File: config.mk
export PLATFORM = sky130hd
export DESIGN_NAME = aps_supervisor
export DESIGN_NICKNAME = d
export VERILOG_FILES = /design/src/rtl/aps_pkg.sv /design/src/rtl/aps_supervisor.sv
export SDC_FILE = /design/constraint.sdc
export NUM_CORES = 1
export LEC_CHECK = 0
export BUFFER_PORTS_ARGS = -buffer_cell sky130_fd_sc_hd__buf_2
export CORE_MARGIN = 3
export CORE_UTILIZATION = 43
export CTS_CLUSTER_SIZE = 12
export DETAILED_ROUTE_END_ITERATION = 8
export PLACE_DENSITY = 0.62
export SYNTH_ARGS = -nofsm -noshare
export SYNTH_HDL_FRONTEND = slang
export SYNTH_SLANG_ARGS = --single-unit
File: constraint.sdc
create_clock -name clk_sys -period 9.44 [get_ports clk_sys]
set_input_delay 0.472 -clock clk_sys [delete_from_list [all_inputs] [get_ports clk_sys]]
set_output_delay 0.472 -clock clk_sys [all_outputs]
set_load 0.01 [all_outputs]
File: src/rtl/aps_pkg.sv
// Purpose: constants for the auxiliary protection supervisor
// Assumes: 10 MHz clk_sys, registers one word each, byte address = 4 * index
// Notes: parameter fields hold one decimal option per nibble
package aps_pkg;
    localparam logic [11:0] IDX_PHASE_SEL  = 12'ha14;
    localparam logic [11:0] IDX_IN_THRESH  = 12'ha15;
    localparam logic [11:0] IDX_GND_SEL    = 12'ha16;
    localparam logic [11:0] IDX_FAN_POL    = 12'ha17;
    localparam logic [11:0] IDX_FAN_DELAY  = 12'ha18;
    localparam logic [11:0] IDX_HS_LEVEL   = 12'ha19;
    localparam logic [11:0] IDX_SENS_SEL   = 12'ha1a;
    localparam logic [11:0] IDX_IRQ_STAT   = 12'ha30;
    localparam logic [11:0] IDX_IRQ_CLR    = 12'ha31;
    localparam logic [11:0] IDX_IRQ_EN     = 12'ha32;
    localparam logic [11:0] IDX_LIVE       = 12'ha33;
    localparam logic [15:0] RST_PHASE_SEL  = 16'h0021;
    localparam logic [15:0] RST_IN_THRESH  = 16'h0064;
    localparam logic [15:0] MAX_IN_THRESH  = 16'h012c;
    localparam logic [15:0] RST_GND_SEL    = 16'h0111;
    localparam logic [15:0] RST_FAN_POL    = 16'h0001;
    localparam logic [15:0] RST_FAN_DELAY  = 16'h0bb8;
    localparam logic [15:0] MAX_FAN_DELAY  = 16'h1770;
    localparam logic [15:0] RST_HS_LEVEL   = 16'h0320;
    localparam logic [15:0] MAX_HS_LEVEL   = 16'h03e8;
    localparam logic [15:0] RST_SENS_SEL   = 16'h0001;
    localparam logic [15:0] FAN_HOT_TEMP   = 16'h01f4;
    localparam int          TICK_MS        = 10;
    localparam int          CLK_KHZ        = 10000;
    localparam int          TICK_CYCLES    = TICK_MS * CLK_KHZ;
    localparam int          RUN_ON_MS      = 1000;
    localparam int          STOP_OFF_MS    = 30000;
    localparam logic [15:0] RUN_ON_TICKS   = 16'(RUN_ON_MS / TICK_MS);
    localparam logic [15:0] STOP_OFF_TICKS = 16'(STOP_OFF_MS / TICK_MS);
    localparam int          EV_OUT_PH      = 0;
    localparam int          EV_IN_WARN     = 1;
    localparam int          EV_IN_FAULT    = 2;
    localparam int          EV_OUT_GND     = 3;
    localparam int          EV_FAN_GND     = 4;
    localparam int          EV_SUP_GND     = 5;
    localparam int          EV_HS_WARN     = 6;
    localparam int          NUM_EV         = 7;
endpackage : aps_pkg

File: src/rtl/aps_supervisor.sv
// Purpose: auxiliary protection supervisor with Avalon-MM register slave
// Assumes: all inputs synchronous to clk_sys, temperatures in 0.1 C units
// Notes: one wait state on every access; faults latch until fault_reset
`timescale 1ns/10ps
module aps_supervisor
    import aps_pkg::*;
#(
    parameter int TICK_LEN = TICK_CYCLES
) (
    input  wire logic        clk_sys,
    input  wire logic        srst,
    input  wire logic [13:0] avs_address,
    input  wire logic        avs_read,
    input  wire logic        avs_write,
    input  wire logic [31:0] avs_writedata,
    output logic      [31:0] avs_readdata,
    output logic             avs_waitrequest,
    output logic             irq,
    input  wire logic        run_cmd,
    input  wire logic        dc_brake_active,
    input  wire logic        pre_excite_active,
    input  wire logic        out_phase_missing,
    input  wire logic [15:0] in_bus_ripple_pct,
    input  wire logic        out_short_seen,
    input  wire logic        out_short_valid,
    input  wire logic        fan_short_seen,
    input  wire logic        supply_short_seen,
    input  wire logic        sync_machine,
    input  wire logic        rotor_turning,
    input  wire logic [15:0] module_temp,
    input  wire logic [15:0] heatsink_temperature_monitor,
    input  wire logic        fault_reset,
    output logic             out_gnd_test_req,
    output logic             run_enable,
    output logic             coast_stop,
    output logic             fan_on,
    output logic             output_phase_loss_fault,
    output logic             input_phase_loss_warning,
    output logic             input_phase_loss_fault,
    output logic             output_ground_short_fault,
    output logic             fan_ground_short_fault,
    output logic             supply_ground_short_fault,
    output logic             heatsink_overheat_warning,
    output logic             platinum_resistance_sensor
);
    typedef enum logic [3:0] {
        GND_IDLE = 4'b0001,
        GND_TEST = 4'b0010,
        GND_PASS = 4'b0100,
        GND_FAIL = 4'b1000
    } aps_gnd_type;

    function automatic logic [3:0] digit(input logic [15:0] v, input int n);
        digit = v[n*4 +: 4];
    endfunction : digit

    function automatic logic [15:0] clamp(input logic [31:0] v, input logic [15:0] m);
        clamp = (v > {16'h0000, m}) ? m : v[15:0];
    endfunction : clamp

    logic [15:0] phase_sel_r;
    logic [15:0] in_thresh_r;
    logic [15:0] gnd_sel_r;
    logic [15:0] fan_pol_r;
    logic [15:0] fan_delay_r;
    logic [15:0] hs_level_r;
    logic [15:0] sens_sel_r;
    logic [NUM_EV-1:0] irq_stat_r;
    logic [NUM_EV-1:0] irq_en_r;
    logic [NUM_EV-1:0] ev_nxt;
    logic [NUM_EV-1:0] clr_nxt;
    logic [11:0] idx;
    logic        acc_nxt;
    logic        wr_nxt;
    logic [31:0] rd_nxt;
    aps_gnd_type gnd_r;
    logic        run_d_r;
    logic        out_ph_on;
    logic [3:0]  in_mode;
    logic [3:0]  gnd_mode;
    logic [3:0]  pol;
    logic        in_loss;
    logic        hs_hot;
    logic        fan_hot;
    logic        fan_demand;
    logic [15:0] off_limit;
    logic [31:0] tick_cnt_r;
    logic        tick;
    logic [15:0] run_cnt_r;
    logic [15:0] idle_cnt_r;
    logic        start_block;

    // registers are word-wide, so the two low address bits are ignored
    assign idx     = avs_address[13:2];
    assign acc_nxt = (avs_read | avs_write) & avs_waitrequest;
    assign wr_nxt  = avs_write & ~avs_waitrequest;

    always_comb begin
        rd_nxt = 32'h0000_0000;
        case (idx)
            IDX_PHASE_SEL: rd_nxt = {16'h0000, phase_sel_r};
            IDX_IN_THRESH: rd_nxt = {16'h0000, in_thresh_r};
            IDX_GND_SEL:   rd_nxt = {16'h0000, gnd_sel_r};
            IDX_FAN_POL:   rd_nxt = {16'h0000, fan_pol_r};
            IDX_FAN_DELAY: rd_nxt = {16'h0000, fan_delay_r};
            IDX_HS_LEVEL:  rd_nxt = {16'h0000, hs_level_r};
            IDX_SENS_SEL:  rd_nxt = {16'h0000, sens_sel_r};
            IDX_IRQ_STAT:  rd_nxt = {25'h0, irq_stat_r};
            IDX_IRQ_EN:    rd_nxt = {25'h0, irq_en_r};
            IDX_LIVE:      rd_nxt = {22'h0, fan_on, run_enable, coast_stop,
                                     heatsink_overheat_warning, supply_ground_short_fault,
                                     fan_ground_short_fault, output_ground_short_fault,
                                     input_phase_loss_fault, input_phase_loss_warning,
                                     output_phase_loss_fault};
            default:       rd_nxt = 32'h0000_0000;
        endcase
    end

    // the answer comes one cycle after the request is seen
    always_ff @(posedge clk_sys) begin
        if (srst) begin
            avs_waitrequest <= 1'b1;
            avs_readdata    <= 32'h0000_0000;
        end else begin
            avs_waitrequest <= ~acc_nxt;
            if (acc_nxt) begin
                avs_readdata <= rd_nxt;
            end
        end
    end

    // out-of-range writes saturate rather than being refused
    always_ff @(posedge clk_sys) begin
        if (srst) begin
            phase_sel_r <= RST_PHASE_SEL;
            in_thresh_r <= RST_IN_THRESH;
            gnd_sel_r   <= RST_GND_SEL;
            fan_pol_r   <= RST_FAN_POL;
            fan_delay_r <= RST_FAN_DELAY;
            hs_level_r  <= RST_HS_LEVEL;
            sens_sel_r  <= RST_SENS_SEL;
            irq_en_r    <= '0;
        end else if (wr_nxt) begin
            case (idx)
                IDX_PHASE_SEL: phase_sel_r <= avs_writedata[15:0];
                IDX_IN_THRESH: in_thresh_r <= clamp(avs_writedata, MAX_IN_THRESH);
                IDX_GND_SEL:   gnd_sel_r   <= avs_writedata[15:0];
                IDX_FAN_POL:   fan_pol_r   <= avs_writedata[15:0];
                IDX_FAN_DELAY: fan_delay_r <= clamp(avs_writedata, MAX_FAN_DELAY);
                IDX_HS_LEVEL:  hs_level_r  <= clamp(avs_writedata, MAX_HS_LEVEL);
                IDX_SENS_SEL:  sens_sel_r  <= avs_writedata[15:0];
                IDX_IRQ_EN:    irq_en_r    <= avs_writedata[NUM_EV-1:0];
                default:       ;
            endcase
        end
    end

    // decimal fields, one nibble each, lowest first
    assign out_ph_on = (digit(phase_sel_r, 0) == 4'h1)
                     | dc_brake_active | pre_excite_active;
    assign in_mode   = digit(phase_sel_r, 1);
    assign gnd_mode  = digit(gnd_sel_r, 0);
    assign pol       = digit(fan_pol_r, 0);
    assign in_loss   = in_bus_ripple_pct > in_thresh_r;
    assign hs_hot    = heatsink_temperature_monitor > hs_level_r;
    assign fan_hot   = module_temp > FAN_HOT_TEMP;

    // power-up test starts from reset; pre-run test on every start request
    always_ff @(posedge clk_sys) begin
        if (srst) begin
            gnd_r   <= GND_IDLE;
            run_d_r <= 1'b0;
        end else begin
            run_d_r <= run_cmd;
            case (gnd_r)
                GND_IDLE: begin
                    if (gnd_mode == 4'h1 || (gnd_mode == 4'h2 && run_cmd && !run_d_r)) begin
                        gnd_r <= GND_TEST;
                    end else if (gnd_mode == 4'h0) begin
                        gnd_r <= GND_PASS;
                    end
                end
                GND_TEST: begin
                    if (out_short_valid) begin
                        gnd_r <= out_short_seen ? GND_FAIL : GND_PASS;
                    end
                end
                GND_PASS: begin
                    if (gnd_mode == 4'h2 && !run_cmd) begin
                        gnd_r <= GND_IDLE;
                    end
                end
                GND_FAIL: begin
                    if (fault_reset) begin
                        gnd_r <= GND_IDLE;
                    end
                end
                default: gnd_r <= GND_IDLE;
            endcase
        end
    end

    // once running the rotor turns anyway, so in gnd_mode 2 only a start of a sync_machine whose rotor is turning is refused
    assign start_block = (gnd_mode == 4'h2) & sync_machine & rotor_turning & ~run_enable;

    assign ev_nxt[EV_OUT_PH]   = out_ph_on & out_phase_missing;
    assign ev_nxt[EV_IN_WARN]  = (in_mode == 4'h1) & in_loss;
    assign ev_nxt[EV_IN_FAULT] = (in_mode == 4'h2) & in_loss;
    assign ev_nxt[EV_OUT_GND]  = (gnd_r == GND_TEST) & out_short_valid & out_short_seen;
    assign ev_nxt[EV_FAN_GND]  = (digit(gnd_sel_r, 1) == 4'h1) & fan_short_seen;
    assign ev_nxt[EV_SUP_GND]  = (digit(gnd_sel_r, 2) == 4'h1) & supply_short_seen;
    assign ev_nxt[EV_HS_WARN]  = hs_hot;

    // faults hold until fault_reset; a new event in that cycle still wins
    always_ff @(posedge clk_sys) begin
        if (srst) begin
            output_phase_loss_fault   <= 1'b0;
            input_phase_loss_fault    <= 1'b0;
            output_ground_short_fault <= 1'b0;
            fan_ground_short_fault    <= 1'b0;
            supply_ground_short_fault <= 1'b0;
        end else begin
            output_phase_loss_fault   <= ev_nxt[EV_OUT_PH]
                                       | (output_phase_loss_fault & ~fault_reset);
            input_phase_loss_fault    <= ev_nxt[EV_IN_FAULT]
                                       | (input_phase_loss_fault & ~fault_reset);
            output_ground_short_fault <= ev_nxt[EV_OUT_GND]
                                       | (output_ground_short_fault & ~fault_reset);
            fan_ground_short_fault    <= ev_nxt[EV_FAN_GND]
                                       | (fan_ground_short_fault & ~fault_reset);
            supply_ground_short_fault <= ev_nxt[EV_SUP_GND]
                                       | (supply_ground_short_fault & ~fault_reset);
        end
    end

    // warnings follow their condition, running is not affected
    always_ff @(posedge clk_sys) begin
        if (srst) begin
            input_phase_loss_warning  <= 1'b0;
            heatsink_overheat_warning <= 1'b0;
            platinum_resistance_sensor <= 1'b0;
            out_gnd_test_req          <= 1'b0;
        end else begin
            input_phase_loss_warning  <= ev_nxt[EV_IN_WARN];
            heatsink_overheat_warning <= hs_hot;
            platinum_resistance_sensor <= digit(sens_sel_r, 0) == 4'h0;
            out_gnd_test_req          <= gnd_r == GND_TEST;
        end
    end

    // any fault coasts the motor; warnings never do
    always_ff @(posedge clk_sys) begin
        if (srst) begin
            coast_stop <= 1'b0;
            run_enable <= 1'b0;
        end else begin
            coast_stop <= output_phase_loss_fault | input_phase_loss_fault
                        | output_ground_short_fault
                        | fan_ground_short_fault | supply_ground_short_fault;
            run_enable <= run_cmd & (gnd_r == GND_PASS) & ~coast_stop
                        & ~start_block;
        end
    end

    // 10 ms time base keeps the fan counters narrow
    assign tick = tick_cnt_r == 32'(TICK_LEN - 1);

    always_ff @(posedge clk_sys) begin
        if (srst) begin
            tick_cnt_r <= 32'h0000_0000;
        end else begin
            tick_cnt_r <= tick ? 32'h0000_0000 : tick_cnt_r + 32'h0000_0001;
        end
    end

    always_ff @(posedge clk_sys) begin
        if (srst || !run_cmd) begin
            run_cnt_r <= 16'h0000;
        end else if (tick && run_cnt_r < RUN_ON_TICKS) begin
            run_cnt_r <= run_cnt_r + 16'h0001;
        end
    end

    always_comb begin
        fan_demand = 1'b0;
        off_limit  = fan_delay_r;
        case (pol)
            4'h0: fan_demand = 1'b1;
            4'h1: begin
                off_limit  = STOP_OFF_TICKS;
                fan_demand = run_cmd ? (run_cnt_r >= RUN_ON_TICKS) : fan_hot;
            end
            4'h2: fan_demand = run_cmd & fan_hot;
            default: fan_demand = 1'b1;
        endcase
    end

    // fan lingers for the off delay after its demand goes away
    always_ff @(posedge clk_sys) begin
        if (srst) begin
            fan_on     <= 1'b1;
            idle_cnt_r <= 16'h0000;
        end else if (fan_demand) begin
            fan_on     <= 1'b1;
            idle_cnt_r <= 16'h0000;
        end else if (fan_on) begin
            if (idle_cnt_r >= off_limit) begin
                fan_on <= 1'b0;
            end else if (tick) begin
                idle_cnt_r <= idle_cnt_r + 16'h0001;
            end
        end else begin
            idle_cnt_r <= 16'h0000;
        end
    end

    // status: set wins over a clear in the same cycle
    assign clr_nxt = (wr_nxt && idx == IDX_IRQ_CLR) ? avs_writedata[NUM_EV-1:0] : '0;

    always_ff @(posedge clk_sys) begin
        if (srst) begin
            irq_stat_r <= '0;
            irq <= 1'b0;
        end else begin
            irq_stat_r <= ev_nxt | (irq_stat_r & ~clr_nxt);
            irq <= |((ev_nxt | (irq_stat_r & ~clr_nxt)) & irq_en_r);
        end
    end

    property p_out_phase;
        @(posedge clk_sys) disable iff (srst)
        (out_phase_missing && digit(phase_sel_r, 0) == 4'h1)
            |=> output_phase_loss_fault ##1 coast_stop;
    endproperty
    a_out_phase: assert property (p_out_phase) else $error("output phase loss not faulted");

    property p_brake_phase;
        @(posedge clk_sys) disable iff (srst)
        (out_phase_missing && dc_brake_active) |=> output_phase_loss_fault;
    endproperty
    a_brake_phase: assert property (p_brake_phase) else $error("phase check off in braking");

    property p_in_warn;
        @(posedge clk_sys) disable iff (srst)
        (in_mode == 4'h1 && in_loss) |=> input_phase_loss_warning && !$rose(input_phase_loss_fault);
    endproperty
    a_in_warn: assert property (p_in_warn) else $error("input warn wrong");

    property p_in_off;
        @(posedge clk_sys) disable iff (srst)
        (in_mode == 4'h0) |=> !input_phase_loss_warning;
    endproperty
    a_in_off: assert property (p_in_off) else $error("input check not disabled");

    property p_thresh_max;
        @(posedge clk_sys) disable iff (srst)
        in_thresh_r <= MAX_IN_THRESH && fan_delay_r <= MAX_FAN_DELAY && hs_level_r <= MAX_HS_LEVEL;
    endproperty
    a_thresh_max: assert property (p_thresh_max) else $error("setting above range");

    property p_fan_gnd;
        @(posedge clk_sys) disable iff (srst)
        (digit(gnd_sel_r, 1) == 4'h0 && !fan_ground_short_fault)
            |=> !$rose(fan_ground_short_fault);
    endproperty
    a_fan_gnd: assert property (p_fan_gnd) else $error("fan check not skipped");

    property p_rot_block;
        @(posedge clk_sys) disable iff (srst)
        (gnd_mode == 4'h2 && sync_machine && rotor_turning && !run_enable) |=> !run_enable;
    endproperty
    a_rot_block: assert property (p_rot_block) else $error("rotating machine started");

    property p_pol0;
        @(posedge clk_sys) disable iff (srst)
        (pol == 4'h0) |=> fan_on;
    endproperty
    a_pol0: assert property (p_pol0) else $error("fan off in policy 0");

    property p_hs;
        @(posedge clk_sys) disable iff (srst)
        hs_hot |=> heatsink_overheat_warning;
    endproperty
    a_hs: assert property (p_hs) else $error("heatsink warning missing");

    property p_irq_set;
        @(posedge clk_sys) disable iff (srst)
        (|ev_nxt) |=> (irq_stat_r & $past(ev_nxt)) == $past(ev_nxt);
    endproperty
    a_irq_set: assert property (p_irq_set) else $error("event lost from status");
endmodule : aps_supervisor

### Word-level counts from Yosys, hierarchy flattened

Cells that the tools add are included.

* add/sub/neg operators: 3
* multipliers: 0
* divide/modulo/power cells: 0
* $lt $le $gt $ge: 9
* eq/ne operators: 29
* shift operators: 0
* muxes and demuxes: 17
* bitwise gates (word level): 45
* reductions and logical operators: 25

Operator list (number)
* 16-bit one-hot mux with 10 select lines: 1
* 12-bit equality test, second input constant: 11
* 16-bit two-way mux: 4
* 16-bit by 1-bit adder with 16-bit output, second input constant: 2
* 32-bit by 1-bit adder with 32-bit output, second input constant: 1
* 32-bit by 17-bit equality test with 1-bit output, second input constant: 1
* 16-bit greater-than comparator: 2
* 32-bit by 10-bit greater-than comparator with 1-bit output, second input constant: 1
* 32-bit by 13-bit greater-than comparator with 1-bit output, second input constant: 1
* 32-bit by 9-bit greater-than comparator with 1-bit output, second input constant: 1
* 4-bit by 1-bit equality test with 1-bit output, second input constant: 7
* 4-bit two-way mux: 6
* 1-bit bitwise AND: 21
* 2-bit AND reduction: 9
* 4-bit by 2-bit equality test with 1-bit output, second input constant: 4
* 16-bit >= comparator: 1
* 16-bit by 7-bit >= comparator with 1-bit output, second input constant: 1
* 16-bit by 9-bit greater-than comparator with 1-bit output, second input constant: 1
* 16-bit by 7-bit less-than comparator with 1-bit output, second input constant: 1
* 4-bit one-hot mux with 4 select lines: 1
* 7-bit bitwise AND: 2
* 1-bit bitwise OR: 12
* 4-bit zero test: 2
* 1-bit inverter: 8
* 16 further kinds: 27

* bits in registers: 241
* latch bits: 0
* bits in writable memories: 0
* ROM bits: 0
* input port bits: 109
* word-level logic and storage cells: 157
* memories kept: 0

### Depth between registers and ports, before layout

Gate-level depths: netlist of the first run.

* depth in word-level cells: 9
* depth in mapped cells: 12
* gate-level depth less buffers: 9

### Worst setup path after synthesis of the first run

OpenSTA, ideal clock, no wires.

* path type: register to register
* from: register fan_pol_r[1]
* to: register idle_cnt_r[14]
* library setup time: 0.066 ns
* data arrival time: 3.038 ns
* path slack: 6.336 ns
* stages on the path, launching flop included: 11
* path buffers: 1
* period minus slack after synthesis: 3.104 ns
* cell sequence: dfxtp_1 -> or4b_2 -> clkbuf_1 -> nand2_1 -> ha_1 -> a211oi_1 -> nor2_1 -> a2111oi_4 -> o211ai_4 -> or4_4 -> a21oi_2

* longest elaborated chain between the ends: 5

Ends and longest elaborated chain
* start: declaration: line aps_supervisor.sv:64 `logic [15:0] fan_pol_r;`
* start signal: assignment: line aps_supervisor.sv:148 `IDX_FAN_POL: fan_pol_r <= avs_writedata[15:0];`
* 4-bit by 1-bit equality test with 1-bit output: line aps_supervisor.sv:287 `case (pol)`
* 16-bit two-way mux: line aps_supervisor.sv:287
* 16-bit >= comparator: line aps_supervisor.sv:307 `if (idle_cnt_r >= off_limit) begin`
* 1-bit inverter (no source line)
* 2-bit AND reduction (no source line)
* end signal: assignment: line aps_supervisor.sv:310 `idle_cnt_r <= idle_cnt_r + 16'h0001;`
* end: declaration: line aps_supervisor.sv:90 `logic [15:0] idle_cnt_r;`

Several ways; a longest one is shown, not always the timed one.
A chain may end at the register's enable or synchronous reset.

### Worst setup path after layout of the first run

* from: register fan_pol_r[0]
* to: register idle_cnt_r[14]

Same word-level chain as after synthesis.

==> results of run 1 <==
[metrics by stage]
| stage | hold slack [ps] | utilization (%) |
|---|---|---|
| final | 231.6 | 50.07 |
| after global routing | 234.7 | 50.07 |
| after CTS | 226.6 | 50.07 |
| after detailed placement | 438.0 | 47.00 |
| after global placement | 432.0 | 47.00 |
| after floorplan | 410.9 | - |
[cell type report]
type                            instances  area (um^2)
Tap cell                              330        412.9
Sequential cell                       225         4504
Timing Repair Buffer                  141        720.7
Clock buffer                           40        742.0
Fill cell                            2497        12680
Inverter                               56        210.2
Multi-Input combinational cell        980         6091
Clock inverter                          6        37.54
[routing by layer]
metal | routed length, um | vias to the layer above | track usage (%) | part of all wire [%]
met5 | 7 | - | 0 | 0.021
met3 | 2352 | 68 | 3.612 | 7.0
met2 | 15970 | 369 | 38.89 | 48
met4 | 1026 | 2 | 6.973 | 3.1
met1 | 14170 | 4813 | 30.52 | 42
li1 | - | 4952 | - | -
[cells in the final DEF (no fill, tap or decap), types with 5 or more instances in the layout]
cell       count
dfxtp_1      225
nand2_1      208
buf_2        135
nor2_1       107
a21oi_1      102
inv_1         56
and3_1        52
ha_1          52
a22oi_1       42
o21ai_0       40
nand3_1       39
nor3_1        30
xor2_1        25
clkbuf_16     25
and2_1        24
nand4_1       23
conb_1        16
a221oi_1      14
a222oi_1      12
xnor2_1       11
nor4_1        10
clkbuf_1       9
o211ai_1       8
nand2b_1       8
or3_1          8
o22ai_1        7
mux2i_1        7
or3_2          7
o21a_1         6
a211oi_1       6
clkbuf_8       6
buf_4          6
or4b_2         5
nor2b_1        5
and4_1         5
nor4b_1        5
nor4_4         5
a21o_1         5
[cells by family (layout without fill, tap and decap cells)]
group                      count (synthesis)  count (layout)  synth area share [%]
DFF                                      225             225                 40.18
other                                      1              16               0.03345
AOI/OAI and AO/OA                        296             296                 18.08
and+or+nand+nor                          573             573                 26.47
adders and majority gates                 52              52                 5.804
buffers and inverters                    150             243                 5.993
xor gates and xnor gates                  36              36                 2.812
muxes                                      7               7                0.6250
[worst register-to-register path: cells and delay by family (launching register included)]
kind,cells,cell delay [ps]
DFF,1,420
adders and majority gates,1,240
and+or+nand+nor,4,1640
AOI/OAI and AO/OA,4,1180
[sequential cells by signal, indices dropped and copies added (netlist names), 4 cells and up]
name and count:
tick_cnt_r 32, avs_readdata 16, fan_delay_r 16, fan_pol_r 16
gnd_sel_r 16, hs_level_r 16, idle_cnt_r 16, in_thresh_r 16
phase_sel_r 16, run_cnt_r 16, sens_sel_r 16, irq_en_r 7
irq_stat_r 7, gnd_r 4
[power by group through the flow]
stage / clock network, mW / registers, mW / logic [mW]
finish: 0.932 / 0.968 / 0.112
global route: 0.991 / 0.969 / 0.124
detailed placement: 0 / 0.989 / 0.110
CTS: 0.948 / 0.968 / 0.111
global placement: 0 / 0.988 / 0.109
floorplan: 0 / 0.987 / 0.0662
[worst min path at each step]
| stage | startpoint | to | slack [ps] |
|---|---|---|---|
| 2_1_floorplan | sens_sel_r[0]$_SDFFE_PP1P_ | platinum_resistance_sensor$_SDFF_PP0_ | 410 |
| 3_3_place_gp | avs_readdata[13]$_SDFFE_PP0P_ | avs_readdata[13]$_SDFFE_PP0P_ | 430 |
| 3_5_place_dp | avs_readdata[9]$_SDFFE_PP0P_ | avs_readdata[9]$_SDFFE_PP0P_ | 440 |
| 4_1_cts | avs_writedata[14] | sens_sel_r[14]$_SDFFE_PP0P_ | 230 |
| 5_1_grt | avs_writedata[14] | fan_pol_r[14]$_SDFFE_PP0P_ | 230 |
| 6_report | avs_writedata[14] | fan_pol_r[14]$_SDFFE_PP0P_ | 230 |
==> reports/summary.txt, run 1 <==
status - finished, final reports clean
Critical R2R Capture - idle_cnt_r[14]$_SDFFE_PP0P_
cells along the critical path - or4b_2, nand2_1, ha_1, a211oi_1, nor2_1, a2111oi_4, o211ai_4, or4_4, a21oi_2
total power - 2.012 mW
TritonRoute pass-1 iters - 5
pre-CTS setup slack - 5886 ps
HPWL Detailed - 24.14 mm
Startpoint Class - flop
Port Buffer Count - 136
vias in the first global route - 9633
Clock Path Buffers - 3
Final ANT Viol Nets - 0
Net count, final - 1590
P&R area growth vs syn - 13.45%
number of max-slew violations in the final report - 0
clk_skew - 27.01 ps
largest delay contributor family on the critical path - simple AND/OR/NAND/NOR gates
Reg power frac - 48.1%
sequential area share after synthesis - 40.18%
drt wl/cell - 18.85 um
Combinational Power Share - 5.5%
Max Clk Rate - 0.2809 GHz
Cells after Synth - 1340
CP Data Required Time - 9880 ps
first-pass GRT wire length - 52.80 mm
max_cap viols - 0
n_diodes - 0
Warnings, synthesis - 0
Sw Share - 23.54%
Worst Setup End Kind - flop
RD Place Congestion - 0.9053
CP endpoint - idle_cnt_r[14]$_SDFFE_PP0P_
initial antenna violation count - 2
TritonCTS Buffers - 25
Clock Pin Slew Worst Setup and Hold Paths - 60 ps
grt ovf - 0
Cell Pwr Density - 158.2 nW/um^2
CTS-repair resized insts - 0
Post-Layout Cell Count - 1778
fin area - 12720 um^2
Core Rows - 58
Clk network pwr share - 46.3%
Vias per Instance - 5.739
Yosys cell types - 86
Switch Pwr - 0.4735 mW
die area - 28040 um^2
Crit. Startpoint - fan_pol_r[0]$_SDFFE_PP1P_
# clock sinks - 225
count leader, synth - dfxtp_1
Mean Syn Cell Area - 8.366 um^2
final worst-path cycle share - 37.72%
Synth Register Bits - 225
setup TNS - 0 ps
worst hold path type - in -> reg
Worst Path Arrival - 4000 ps
Rel. slew slack - 38.78%
slowest CP cell - or4b_2
Fin. Hold Viols - 0
area leader, netlist - dfxtp_1
final setup fails - 0
drt total wl - 33.52 mm
Main synth FF type - dfxtp_1
critical path buffer and inverter count - 0
hold path depth - 3
H-tree levels - 1
Crit Path Class - reg -> reg
CTS root buffer - clkbuf_16
post-synthesis async set-or-reset flop share - 0%
RSZ-0062 raised after global routing - no
Cell Area, Synth - 11210 um^2
top-level port count - 155
Post-CTS Repair Setup Buffers - 0
CTS tree - built
Core ar. - 25400 um^2
largest net degree at the start of global routing - 73
Crit Path Max Fanout - 28
placed cells - 1732
Iter 0 DRT Violations - 998
Die H - 167.5 um
DR DRC count - 0
Clock Latency Late Sink - 540 ps
R2R Setup Slk - 5880 ps
placed cell areas - 11940 um^2
Die Width - 167.5 um
minimum clock period - 3560 ps
ratio of cells with drive above 1 in the final layout - 15.26%
final setup margin - 5880 ps
Yosys top cell area share - 40.18%
hold buffer count at CTS - 0
WP depth - 9
number of synthesized flops with an enable pin - 0
Tot GR Track Use - 23.04%
FF-to-FF Start - fan_pol_r[0]$_SDFFE_PP1P_
worst reg2reg path depth - 9
Pint - 1.538 mW
synth cell count leaders - 225 x dfxtp_1, 208 x nand2_1, 107 x nor2_1
CP peak stage delay - 780 ps
via count of the routed design - 10.20k
LEAKAGE - 4.886 nW
Peak supply drop - 0.1377 mV
top cells by area, synth - dfxtp_1 40%, nand2_1 7.0%, ha_1 5.8%, a21oi_1 4.6%, nor2_1 3.6%
slew at the pin closest to its max-slew limit - 918.3 ps
Initial Util - 44.14%
(Power assumes the default switching activity.)
==> inputs of run 2 (changes only) <==
Settings changed: ABC_AREA set to 1, PLACE_DENSITY 0.62 to 0.61.
Clock period 9.44 ns to 3.3 ns, I/O delays scaled along.
==> reports/summary.txt, run 2 <==
status - finished, final reports clean
H-tree levels - 1
Yosys cell types - 53
hold_sp - avs_writedata[6]
n_diodes - 0
Net count, final - 2032
Final ANT Viol Nets - 0
number of synthesized flops with an enable pin - 0
via count of the routed design - 11.73k
LEAKAGE - 5.883 nW
top-level port count - 155
grt ovf - 0
# clock sinks - 225
Clock Pin Slew Worst Setup and Hold Paths - 60 ps
Worst Path Arrival - 3200 ps
Rel. slew slack - 33.00%
hold path depth - 3
DR DRC count - 0
CTS-repair resized insts - 0
Peak supply drop - 0.3622 mV
placed cells - 2196
top cells by area, synth - dfxtp_1 37%, nand2_1 11%, inv_1 7.3%, nor2_1 7.1%, ha_1 5.4%
Hold EP - phase_sel_r[6]$_SDFFE_PP0P_
Warnings, synthesis - 0
most common cell after layout, fill and taps aside - nand2_1
Max Clk Rate - 0.3647 GHz
Die Width - 173.4 um
slowest CP cell - nor4_1
initial antenna violation count - 0
largest delay contributor family on the critical path - simple AND/OR/NAND/NOR gates
cells along the critical path - nor2_1, nand3_1, clkinv_1, nor2_1, ha_1, nand2_1, nor4_1, nand2_1, nand3_1, inv_1, nand2_1, nand2_1, a21oi_1
CP peak stage delay - 430 ps
Main synth FF type - dfxtp_1
Top reg by flops - tick_cnt_r
die area - 30070 um^2
Core ar. - 27250 um^2
fin area - 14020 um^2
Critical R2R Capture - idle_cnt_r[10]$_SDFFE_PP0P_
CTS root buffer - clkbuf_16
P&R area growth vs syn - 16.33%
critical path buffer and inverter count - 2
ratio of cells with drive above 1 in the final layout - 13.29%
placed cell areas - 12960 um^2
commonest non-fill, non-tap cells in the layout - 355 x nand2_1, 234 x inv_1, 228 x nor2_1
Cells after Synth - 1725
Clock Latency Late Sink - 530 ps
Vias per Instance - 5.186
worst reg2reg path depth - 13
vias in the first global route - 11.14k
first-pass GRT wire length - 57.88 mm
final worst-path cycle share - 83.08%
max_cap viols - 0
R2R Setup Slk - 560 ps
Top cell by count, worst path - nand2_1
CP Data Required Time - 3750 ps
FF-to-FF Start - fan_pol_r[2]$_SDFFE_PP0P_
Startpoint Class - flop
HPWL Detailed - 27.13 mm
Die H - 173.4 um
RSZ-0062 raised after global routing - no
sequential cell area - 4504 um^2
Crit Path Class - reg -> reg
Cell Area, Synth - 12050 um^2
Port Buffer Count - 136
Cell Pwr Density - 433.4 nW/um^2
area of the multi-input gates - 6284 um^2
post-synthesis async set-or-reset flop share - 0%
Initial Util - 44.22%
slew at the pin closest to its max-slew limit - 997.5 ps
Tot GR Track Use - 23.38%
RD Place Congestion - 0.9257
Synth Register Bits - 225
count leader, synth - nand2_1
Fin. Hold Viols - 0
sequential area share after synthesis - 37.38%
drt total wl - 36.05 mm
synth cell count leaders - 355 x nand2_1, 234 x inv_1, 228 x nor2_1
clk_skew - 12.40 ps
CTS tree - built
largest net degree at the start of global routing - 45
TritonCTS Buffers - 27
number of fill cells in the layout - 2775
TritonRoute pass-1 iters - 6
Worst Setup End Kind - flop
setup TNS - 0 ps
hold buffer count at CTS - 18
Crit Path Max Fanout - 9
max reg flops - 32
Mean Syn Cell Area - 6.986 um^2
Core Rows - 60
WP depth - 13
minimum clock period - 2742 ps
worst hold path type - in -> reg
final setup fails - 0
Clock Path Buffers - 3
Iter 0 DRT Violations - 783
Post-CTS Repair Setup Buffers - 0
Yosys top cell area share - 37.38%
drt wl/cell - 15.94 um
number of max-slew violations in the final report - 0
Post-Layout Cell Count - 2261
area leader, netlist - dfxtp_1
## run 2: changes by cell type after synthesis, sizes merged, moves of 42 or more
cell / previous run / this run
nand2: 209 / 359
and3: 52 / 1
nor2: 107 / 243
a211oi: 7 / 56
o21ai: 41 / 103
inv: 56 / 242
a22oi: 42 / 0
## run 2: worst reg2reg max path, delay by kind of cell (launching register included)
kind / cells / cell delay, ps
AOI/OAI and AO/OA: 1 / 130
adders and majority gates: 1 / 300
buffers and inverters: 2 / 340
DFF: 1 / 320
and+or+nand+nor: 9 / 1580
## run 2: routing by layer
layer,up-vias,GRT usage (%),part of all wire [%]
met4,0,5.405,2.6
met3,55,3.986,7.6
met5,-,0,0
met1,5350,32.42,45
li1,5939,-,-
met2,382,38.10,45
## run 2: metrics by stage
| step | worst slack [ps] | utilization [%] | total power [mW] | hold WS [ps] |
|---|---|---|---|---|
| floorplan | 968.5 | - | 3.030 | 291.9 |
| global route | 205.1 | 51.44 | 6.296 | 22.49 |
| detailed placement | 661.6 | 47.58 | 3.181 | 419.8 |
| global placement | 753.2 | 47.58 | 3.175 | 415.4 |
| CTS | 569.8 | 51.44 | 6.129 | 4.231 |
| finish | 558.3 | 51.44 | 6.075 | 27.01 |
## run 2: cell type report
cell class,instances,area share (%)
multi-input cells,1203,44.82
flip-flops and latches,225,32.13
clock buffers,37,5.445
well taps,372,3.320
clock inverters,10,0.7854
repair buffers,168,6.908
inverters,246,6.587
## run 2: power by group
part           internal, mW  switching (mW)  leakage (nW)
Clock                  1.77            1.17         0.432
Sequential             2.74          0.0173          1.82
Combinational         0.133           0.252          3.63
Total                  4.64            1.44          5.88
## run 2: worst max-delay path by stage
| stage | from | to | slack [ps] |
|---|---|---|---|
| floorplan | fan_pol_r[2]$_SDFFE_PP0P_ | idle_cnt_r[1]$_SDFFE_PP0P_ | 970 |
| global placement | fan_pol_r[2]$_SDFFE_PP0P_ | idle_cnt_r[14]$_SDFFE_PP0P_ | 750 |
| detailed placement | fan_pol_r[2]$_SDFFE_PP0P_ | idle_cnt_r[10]$_SDFFE_PP0P_ | 660 |
| CTS | fan_pol_r[2]$_SDFFE_PP0P_ | idle_cnt_r[10]$_SDFFE_PP0P_ | 570 |
| global route | fan_pol_r[2]$_SDFFE_PP0P_ | idle_cnt_r[7]$_SDFFE_PP0P_ | 210 |
| finish | fan_pol_r[2]$_SDFFE_PP0P_ | idle_cnt_r[10]$_SDFFE_PP0P_ | 560 |
## run 2: cell families after synthesis
group                    after synthesis  synth area share [%]
adder cells (fa/ha/maj)               52                 5.399
AO/OA/AOI/OAI                        313                 15.43
buffers and inverters                312                 10.94
other                                  1               0.03112
XOR/XNOR                               7                0.5088
flip-flops                           225                 37.38
AND/OR/NAND/NOR                      815                 30.31
